--- src/inc/enc_param_map.vh ---
// constants of the encoder parameter and speed check block
// assumes a 40 MHz system clock
`ifndef ENC_PARAM_MAP_VH
`define ENC_PARAM_MAP_VH
// ************************************************************
// parameter block byte offsets (msb first)
// ************************************************************
`define PB_SAFE_INT_OFS   4'h0
`define PB_STD_INT_OFS    4'h2
`define PB_WINDOW_OFS     4'h4
`define PB_IDLE_OFS       4'h6
`define PB_DIR_OFS        4'h7
`define PB_BYTES          4'h8
// ************************************************************
// defaults and ranges
// ************************************************************
`define SAFE_INT_DEF      16'h0002
`define SAFE_INT_MIN      16'h0001
`define SAFE_INT_MAX      16'h000A
`define STD_INT_DEF       16'h0014
`define STD_INT_MIN       16'h0001
`define STD_INT_MAX       16'h0064
`define WINDOW_DEF        16'h03E8
`define WINDOW_MIN        16'h0032
`define WINDOW_MAX        16'h0FA0
`define IDLE_DEF          8'h01
`define IDLE_MIN          8'h01
`define IDLE_MAX          8'h05
`define DIR_DEF           1'b1
// ************************************************************
// timing: base times in us, cycles at 40 MHz
// ************************************************************
`define CLK_MHZ           40
`define SAFE_BASE_US      50000
`define STD_BASE_US       5000
`define SAFE_BASE_CYC     (`SAFE_BASE_US * `CLK_MHZ)
`define STD_BASE_CYC      (`STD_BASE_US * `CLK_MHZ)
// ************************************************************
// register addresses and interrupt bits
// ************************************************************
`define REG_PARAM0        4'h0
`define REG_PARAM1        4'h1
`define REG_CHECKSUM      4'h2
`define REG_CTRL          4'h3
`define REG_STATUS        4'h4
`define REG_IRQ_STAT      4'h5
`define REG_IRQ_CLR       4'h6
`define REG_IRQ_EN        4'h7
`define REG_SAFE_SPEED    4'h8
`define REG_STD_SPEED     4'h9
`define IRQ_APPLIED       0
`define IRQ_REJECTED      1
`define IRQ_DEVIATION     2
`define IRQ_PRESET_BLOCK  3
`endif

--- src/verilog/speed_window.v ---
// speed integration over a window of base periods
// assumes a one-cycle base tick and a signed step per cycle
`timescale 1ns/100ps
module speed_window
#(
  parameter CNT_W = 16
)
(
  input  wire             clk,
  input  wire             rst,
  input  wire             base_tick,
  input  wire [15:0]      periods,
  input  wire signed [1:0] step,
  output reg  [CNT_W-1:0] speed_r,
  output reg              done_r
);
  reg  [15:0]      tick_cnt_r;
  reg  [CNT_W-1:0] acc_r;
  wire [CNT_W-1:0] step_ext = {{(CNT_W-2){step[1]}}, step};
  wire             win_end  = base_tick && (tick_cnt_r + 16'h0001 >= periods);

  // ************************************************************
  // accumulate steps, latch at window end
  // ************************************************************
  always @(posedge clk or posedge rst)
  begin
    if (rst)
    begin
      tick_cnt_r <= 16'h0000;
      acc_r      <= {CNT_W{1'b0}};
      speed_r    <= {CNT_W{1'b0}};
      done_r     <= 1'b0;
    end
    else
    begin
      done_r <= win_end;
      if (win_end)
      begin
        speed_r    <= acc_r + step_ext;
        acc_r      <= {CNT_W{1'b0}};
        tick_cnt_r <= 16'h0000;
      end
      else
      begin
        acc_r <= acc_r + step_ext;
        if (base_tick)
          tick_cnt_r <= tick_cnt_r + 16'h0001;
      end
    end
  end
endmodule // speed_window

--- src/verilog/encoder_param_speed_check.v ---
// parameter set holder and speed/deviation checker of a dual-scan encoder
// assumes scan step pulses from both scanning units, register port from
// the same clock, step inputs from a foreign domain
//
// The address-and-strobe port and the register offsets were decided locally.
`timescale 1ns/100ps
`include "enc_param_map.vh"
module encoder_param_speed_check
#(
  parameter SAFE_BASE_CYC = `SAFE_BASE_CYC,
  parameter STD_BASE_CYC  = `STD_BASE_CYC,
  parameter POS_W         = 28
)
(
  input  wire              CLK_SYS,
  input  wire              SYS_RST,
  input  wire [3:0]        ADDR,
  input  wire [31:0]       WDATA,
  input  wire              WR,
  input  wire              RD,
  input  wire              MST_STEP,
  input  wire              MST_CW,
  input  wire              SLV_STEP,
  input  wire              SLV_CW,
  input  wire              PRESET_REQ,
  input  wire [POS_W-1:0]  PRESET_VAL,
  output reg  [31:0]       RDATA,
  output reg  [15:0]       SAFE_SPEED,
  output reg  [15:0]       STD_SPEED,
  output reg  [POS_W-1:0]  POSITION,
  output reg               PASSIVATED,
  output reg               PRESET_DONE,
  output reg               PRESET_ERR,
  output reg               IRQ
);
  // ************************************************************
  // state
  // ************************************************************
  reg  [31:0]      stage0_r;
  reg  [31:0]      stage1_r;
  reg  [31:0]      cks_r;
  reg  [15:0]      safe_int_r;
  reg  [15:0]      std_int_r;
  reg  [15:0]      window_r;
  reg  [7:0]       idle_r;
  reg              dir_r;
  reg              cks_ok_r;
  reg              dev_err_r;
  reg  [3:0]       irq_stat_r;
  reg  [3:0]       irq_en_r;
  reg  [3:0]       irq_set;
  reg  [3:0]       sync1_r;
  reg  [3:0]       sync2_r;
  reg  [3:0]       sync3_r;
  reg  [POS_W-1:0] mst_pos_r;
  reg  [POS_W-1:0] slv_pos_r;
  reg  [31:0]      safe_div_r;
  reg  [31:0]      std_div_r;
  reg              safe_tick_r;
  reg              std_tick_r;
  reg  [31:0]      crc_nxt;
  reg  [POS_W-1:0] diff;
  integer          i;
  wire [15:0]      safe_sp;
  wire [15:0]      std_sp;
  wire             safe_done;
  wire             std_done;
  wire             mst_pulse = sync2_r[0] & ~sync3_r[0];
  wire             slv_pulse = sync2_r[2] & ~sync3_r[2];
  wire             mst_cw    = sync2_r[1];
  wire             slv_cw    = sync2_r[3];
  wire             preset_go;
  wire             apply_go  = WR && (ADDR == `REG_CTRL) && WDATA[0];

  // parameter fields unpacked msb first from the staged block
  wire [15:0] n_safe  = stage0_r[31:16];
  wire [15:0] n_std   = stage0_r[15:0];
  wire [15:0] n_win   = stage1_r[31:16];
  wire [7:0]  n_idle  = stage1_r[15:8];
  wire        n_dir   = stage1_r[0];
  wire        in_range =
    (n_safe >= `SAFE_INT_MIN) && (n_safe <= `SAFE_INT_MAX) &&
    (n_std >= `STD_INT_MIN) && (n_std <= `STD_INT_MAX) &&
    (n_win >= `WINDOW_MIN) && (n_win <= `WINDOW_MAX) &&
    (n_idle >= `IDLE_MIN) && (n_idle <= `IDLE_MAX);

  // ************************************************************
  // checksum over the staged block, bitwise crc32 msb first
  // ************************************************************
  wire [63:0] param_blk = {stage0_r, stage1_r}; // block bytes 0..7
  always @*
  begin
    crc_nxt = 32'hFFFF_FFFF;
    for (i = 63; i >= 0; i = i - 1)
    begin
      if (crc_nxt[31] ^ param_blk[i])
        crc_nxt = {crc_nxt[30:0], 1'b0} ^ 32'h04C1_1DB7;
      else
        crc_nxt = {crc_nxt[30:0], 1'b0};
    end
  end
  wire cks_match = (crc_nxt == cks_r);

  // ************************************************************
  // register writes and parameter apply
  // ************************************************************
  always @(posedge CLK_SYS or posedge SYS_RST)
  begin
    if (SYS_RST)
    begin
      stage0_r   <= 32'h0000_0000;
      stage1_r   <= 32'h0000_0000;
      cks_r      <= 32'h0000_0000;
      safe_int_r <= `SAFE_INT_DEF;
      std_int_r  <= `STD_INT_DEF;
      window_r   <= `WINDOW_DEF;
      idle_r     <= `IDLE_DEF;
      dir_r      <= `DIR_DEF;
      cks_ok_r   <= 1'b0;
      irq_en_r   <= 4'h0;
    end
    else
    begin
      if (WR && ADDR == `REG_PARAM0)
        stage0_r <= WDATA;
      if (WR && ADDR == `REG_PARAM1)
        stage1_r <= WDATA;
      if (WR && ADDR == `REG_CHECKSUM)
        cks_r <= WDATA;
      if (WR && ADDR == `REG_IRQ_EN)
        irq_en_r <= WDATA[3:0];
      if (apply_go)
      begin
        cks_ok_r <= cks_match;
        if (in_range && cks_match)
        begin
          safe_int_r <= n_safe;
          std_int_r  <= n_std;
          window_r   <= n_win;
          idle_r     <= n_idle;
          dir_r      <= n_dir;
        end
      end
    end
  end

  // ************************************************************
  // input synchronisers and base-time dividers
  // ************************************************************
  always @(posedge CLK_SYS or posedge SYS_RST)
  begin
    if (SYS_RST)
    begin
      sync1_r     <= 4'h0;
      sync2_r     <= 4'h0;
      sync3_r     <= 4'h0;
      safe_div_r  <= 32'h0000_0000;
      std_div_r   <= 32'h0000_0000;
      safe_tick_r <= 1'b0;
      std_tick_r  <= 1'b0;
    end
    else
    begin
      sync1_r     <= {SLV_CW, SLV_STEP, MST_CW, MST_STEP};
      sync2_r     <= sync1_r;
      sync3_r     <= sync2_r;
      safe_tick_r <= (safe_div_r == SAFE_BASE_CYC - 1);
      std_tick_r  <= (std_div_r == STD_BASE_CYC - 1);
      safe_div_r  <= (safe_div_r == SAFE_BASE_CYC - 1) ? 32'h0000_0000
                   : safe_div_r + 32'h0000_0001;
      std_div_r   <= (std_div_r == STD_BASE_CYC - 1) ? 32'h0000_0000
                   : std_div_r + 32'h0000_0001;
    end
  end

  // step sign follows the counting direction
  wire signed [1:0] mst_step = !mst_pulse ? 2'sb00
                             : ((mst_cw == dir_r) ? 2'sb01 : 2'sb11);

  // ************************************************************
  // speed windows: safe (50 ms base) and standard (5 ms base)
  // ************************************************************
  speed_window #(.CNT_W(16)) u_safe_win
  (
    .clk       (CLK_SYS),
    .rst       (SYS_RST),
    .base_tick (safe_tick_r),
    .periods   (safe_int_r),
    .step      (mst_step),
    .speed_r   (safe_sp),
    .done_r    (safe_done)
  );

  speed_window #(.CNT_W(16)) u_std_win
  (
    .clk       (CLK_SYS),
    .rst       (SYS_RST),
    .base_tick (std_tick_r),
    .periods   (std_int_r),
    .step      (mst_step),
    .speed_r   (std_sp),
    .done_r    (std_done)
  );

  // standstill test on the latest safe-window speed
  wire [15:0] safe_mag = safe_sp[15] ? (~safe_sp + 16'h0001) : safe_sp;
  wire        standstill = (safe_mag <= {8'h00, idle_r});
  assign preset_go = PRESET_REQ && !PRESET_DONE && !PRESET_ERR;

  // ************************************************************
  // positions, deviation check, outputs
  // ************************************************************
  always @*
  begin
    diff = (mst_pos_r >= slv_pos_r) ? (mst_pos_r - slv_pos_r)
         : (slv_pos_r - mst_pos_r);
  end

  always @(posedge CLK_SYS or posedge SYS_RST)
  begin
    if (SYS_RST)
    begin
      mst_pos_r   <= {POS_W{1'b0}};
      slv_pos_r   <= {POS_W{1'b0}};
      dev_err_r   <= 1'b0;
      SAFE_SPEED  <= 16'h0000;
      STD_SPEED   <= 16'h0000;
      POSITION    <= {POS_W{1'b0}};
      PASSIVATED  <= 1'b1;
      PRESET_DONE <= 1'b0;
      PRESET_ERR  <= 1'b0;
    end
    else
    begin
      if (preset_go && standstill)
      begin
        mst_pos_r <= PRESET_VAL;
        slv_pos_r <= PRESET_VAL;
      end
      else
      begin
        if (mst_pulse)
          mst_pos_r <= (mst_cw == dir_r) ? mst_pos_r + 1'b1 : mst_pos_r - 1'b1;
        if (slv_pulse)
          slv_pos_r <= (slv_cw == dir_r) ? slv_pos_r + 1'b1 : slv_pos_r - 1'b1;
      end
      dev_err_r  <= (diff > {{(POS_W-16){1'b0}}, window_r});
      PASSIVATED <= dev_err_r;
      if (dev_err_r)
        SAFE_SPEED <= 16'h0000;
      else if (safe_done)
        SAFE_SPEED <= safe_sp;
      if (std_done)
        STD_SPEED <= std_sp;
      POSITION <= dev_err_r ? {POS_W{1'b0}} : mst_pos_r;
      if (!PRESET_REQ)
      begin
        PRESET_DONE <= 1'b0;
        PRESET_ERR  <= 1'b0;
      end
      else if (preset_go)
      begin
        PRESET_DONE <= standstill;
        PRESET_ERR  <= !standstill;
      end
    end
  end

  // ************************************************************
  // interrupt status: set wins over clear
  // ************************************************************
  always @*
  begin
    irq_set = 4'h0;
    irq_set[`IRQ_APPLIED]      = apply_go && in_range && cks_match;
    irq_set[`IRQ_REJECTED]     = apply_go && !(in_range && cks_match);
    irq_set[`IRQ_DEVIATION]    = dev_err_r;
    irq_set[`IRQ_PRESET_BLOCK] = preset_go && !standstill;
  end

  always @(posedge CLK_SYS or posedge SYS_RST)
  begin
    if (SYS_RST)
    begin
      irq_stat_r <= 4'h0;
      IRQ        <= 1'b0;
      RDATA      <= 32'h0000_0000;
    end
    else
    begin
      if (WR && ADDR == `REG_IRQ_CLR)
        irq_stat_r <= (irq_stat_r & ~WDATA[3:0]) | irq_set;
      else
        irq_stat_r <= irq_stat_r | irq_set;
      IRQ <= |(irq_stat_r & irq_en_r);
      RDATA <= 32'h0000_0000;
      if (RD)
      begin
        case (ADDR)
          `REG_PARAM0:     RDATA <= {safe_int_r, std_int_r};
          `REG_PARAM1:     RDATA <= {window_r, idle_r, 7'h00, dir_r};
          `REG_CHECKSUM:   RDATA <= cks_r;
          `REG_STATUS:     RDATA <= {28'h000_0000, standstill, PASSIVATED,
                                     dev_err_r, cks_ok_r};
          `REG_IRQ_STAT:   RDATA <= {28'h000_0000, irq_stat_r};
          `REG_IRQ_EN:     RDATA <= {28'h000_0000, irq_en_r};
          `REG_SAFE_SPEED: RDATA <= {16'h0000, SAFE_SPEED};
          `REG_STD_SPEED:  RDATA <= {16'h0000, STD_SPEED};
          default:         RDATA <= 32'h0000_0000;
        endcase
      end
    end
  end
endmodule // encoder_param_speed_check

--- config.mk ---
export PLATFORM = sky130hd
export DESIGN_NAME = encoder_param_speed_check
export DESIGN_NICKNAME = d
export VERILOG_FILES = /design/src/verilog/speed_window.v /design/src/verilog/encoder_param_speed_check.v
export VERILOG_INCLUDE_DIRS = /design/src /design/src/inc
export SDC_FILE = /design/constraint.sdc
export NUM_CORES = 2
export LEC_CHECK = 0
export BUFFER_PORTS_ARGS = -buffer_cell sky130_fd_sc_hd__clkbuf_2
export CAP_MARGIN = 15
export CORE_MARGIN = 8
export CORE_UTILIZATION = 52
export CTS_BUF_LIST = sky130_fd_sc_hd__clkbuf_4 sky130_fd_sc_hd__clkbuf_8
export CTS_CLUSTER_DIAMETER = 200
export DETAILED_ROUTE_END_ITERATION = 6
export GPL_TIMING_DRIVEN = 0
export PLACE_DENSITY = 0.69
export SLEW_MARGIN = 20
export SYNTH_ARGS = -nofsm -noshare
export SYNTH_HDL_FRONTEND = slang
export SYNTH_HIERARCHICAL = 1
export SYNTH_SLANG_ARGS = --single-unit
export TNS_END_PERCENT = 30
--- constraint.sdc ---
create_clock -name CLK_SYS -period 15.5 [get_ports CLK_SYS]
set_input_delay 1.55 -clock CLK_SYS [delete_from_list [all_inputs] [get_ports CLK_SYS]]
set_output_delay 1.55 -clock CLK_SYS [all_outputs]
set_load 0.02 [all_outputs]
==> impl_metrics.json <==
{
  "num_vias": 26000,
  "cap_violations": 0,
  "post-cts-setup-buffers": 0,
  "htreeDepth": 3,
  "synth_area_leaders": "dfrtp_1, xnor2_1, ha_1, xor2_1, mux2_2",
  "area_growth_pct": 12.0,
  "ys_seq_area_frac": 0.353,
  "gr-usage-all-layers": 0.251,
  "antenna_found_initial": 3,
  "fillers": 5696,
  "fmax_mhz": 115,
  "setup_viol": 0,
  "synth_top_area_frac": 0.344,
  "cp_max_fo": 10,
  "grt_setup_unrepaired": "no",
  "grt_pass1_wl_mm": 150,
  "ys_ff_latch": 489,
  "slew_headroom": 0.228,
  "yosysUniqueCellTypes": 79,
  "port-buffer-count": 167,
  "clkSinkCount": 489,
  "yosysMostFrequentCell": "dfrtp_1",
  "core_um2": 65900,
  "post_route_cells_drive_above_1_share": 0.175,
  "drt_iter0_drc": 2217,
  "numCtsBuffers": 87,
  "slew_violations": 0,
  "synth_warnings": 6,
  "synth_common_cells": "dfrtp_1, xnor2_1, a21oi_1",
  "final_core_util": 0.590,
  "avgRoutedWirePerCell_um": 20.6,
  "dr.pass1.iters": 6,
  "insertion_delay_ns": 0.73,
  "hold_path_class": "register to register",
  "pre_cts_slack_ns": 6.82,
  "fin_area_um2": 38900,
  "finalCriticalPeriod_ns": 8.73,
  "die_h_um": 274,
  "wl_mm": 95.5,
  "clockRootBuffer": "clkbuf_8",
  "synth_edf_count": 0,
  "ant_nets": 0,
  "vias_per_cell": 5.63,
  "required_ns": 16.06,
  "die_area_um2": 75200,
  "ios": 169,
  "async_flop_share": 1.00,
  "hold_slack_ns": 0.341,
  "cts_tree": "built",
  "synth-main-ff-cell": "dfrtp_1",
  "die_x_um": 274,
  "grt_pass1_vias": 26400,
  "clockBufferDepth": 3,
  "placed_area_um2": 36900,
  "grt_overflow": 0,
  "finClkSkew_ns": 0.0579,
  "post-route-period-util": 0.563,
  "fin_nets": 3969,
  "hold_viol": 0,
  "fin_ws_ns": 6.77,
  "synthesis.nets": 3704,
  "synth_cells": 3423,
  "avgSynthCellArea_um2": 10.1,
  "r2r_setup_slack_ns": 6.77,
  "grt_max_degree": 102,
  "syn-cell-area_um2": 34700,
  "yosysTopAreaCell": "dfrtp_1",
  "outcome": "complete, no violations",
  "rows": 94,
  "arrival_ns": 9.29,
  "crit_path_start_kind": "register",
  "cts-hold-fix-buffers": 0,
  "hpwl_mm": 73.8,
  "initial_core_util": 0.527,
  "gp_congestion": 0.932,
  "cts.clk_slew.worst_paths_ns": 0.06,
  "tightest_slew_ns": 1.16,
  "cts_resized": 0,
  "crit_type": "register to register",
  "drc": 0,
  "critPathCaptureType": "register"
}
## kinds of logic (layout without fill, tap and decap cells)
family / Yosys count / after routing / synth area share
muxes: 237 / 237 / 0.0791
other: 0 / 2 / 0
DFF: 489 / 489 / 0.353
and+or+nand+nor: 781 / 781 / 0.109
xor gates and xnor gates: 731 / 731 / 0.226
AOI/OAI and AO/OA: 632 / 632 / 0.116
buffers and inverters: 345 / 681 / 0.0405
adders and majority gates: 208 / 208 / 0.0763
## placed cells by master, fill, tap and decap left out, drive strengths merged, types with 59 or more instances in the layout
cell,instances
a21o,64
a21oi,227
buf,59
clkbuf,376
dfrtp,477
ha,202
inv,225
mux2,168
mux2i,69
nand2,195
nand3,81
nor2,221
o21ai,115
xnor2,487
xor2,193
## sequential cells by signal, indices dropped and copies added (netlist names), 28 cells and up
name / cells
slv_pos_r: 28
stage1_r: 32
cks_r: 32
mst_pos_r: 28
safe_div_r: 32
std_div_r: 32
RDATA: 32
POSITION: 28
stage0_r: 32
## final timing paths
check,from,cells after the start,endpoint
max,stage0_r[28]$_DFFE_PP0P_,26,window_r[11]$_DFFE_PP0P_
min,sync1_r[3]$_DFF_PP0_,0,sync2_r[3]$_DFF_PP0_
max reg2reg,stage0_r[28]$_DFFE_PP0P_,26,window_r[11]$_DFFE_PP0P_
min reg2reg,sync1_r[3]$_DFF_PP0_,0,sync2_r[3]$_DFF_PP0_
max in group asynchronous,SYS_RST,4,RDATA[29]$_DFF_PP0_
min in group asynchronous,SYS_RST,2,u_std_win/speed_r[4]$_DFFE_PP0P_
## worst max-delay path, stage by stage (launching register included)
cell	delay [ns]
dfrtp_1	0.32
buf_2	0.27
inv_1	0.13
ha_1	0.36
xnor2_1	0.48
xor3_2	0.59
xnor3_1	0.47
xnor2_2	0.34
xnor2_4	0.22
xnor3_2	0.53
xor2_2	0.53
xor2_1	0.17
xnor2_1	0.41
xor2_1	0.25
xnor2_2	0.51
xor2_2	0.20
xnor2_4	0.37
xor2_2	0.21
xor2_1	0.21
nand3_1	0.09
nor2b_1	0.13
a2111oi_0	0.53
nand4_1	0.26
or3_1	0.35
buf_2	0.18
buf_6	0.18
mux2_4	0.30
## metal layers
layer,wire length (um),vias up,track usage
li1,-,12400,-
met1,43400,12700,0.350
met2,43400,826,0.399
met3,5670,178,0.0363
met4,3000,0,0.0864
met5,0,-,0
## metrics by stage
stage,TNS (ns),cells
after floorplan,0,3423
after global placement,-600.80,4454
after detailed placement,0,4463
after CTS,0,4623
after global routing,0,4624
final,0,4625
## final cells by class
cell class	count	area [um^2]	share of cell area
clock buffer	135	1680	0.0431
clock inverter	25	303	0.00779
inverter	221	837	0.0215
multi-input combinational	2589	21100	0.542
antenna	2	5.00	0.000129
timing repair buffer	176	1070	0.0275
sequential	489	12300	0.315
buffer	124	577	0.0148
tap	864	1080	0.0278
Power is not shown: default switching activity piles up to over one toggle a cycle in this logic, so the estimate is an artifact.
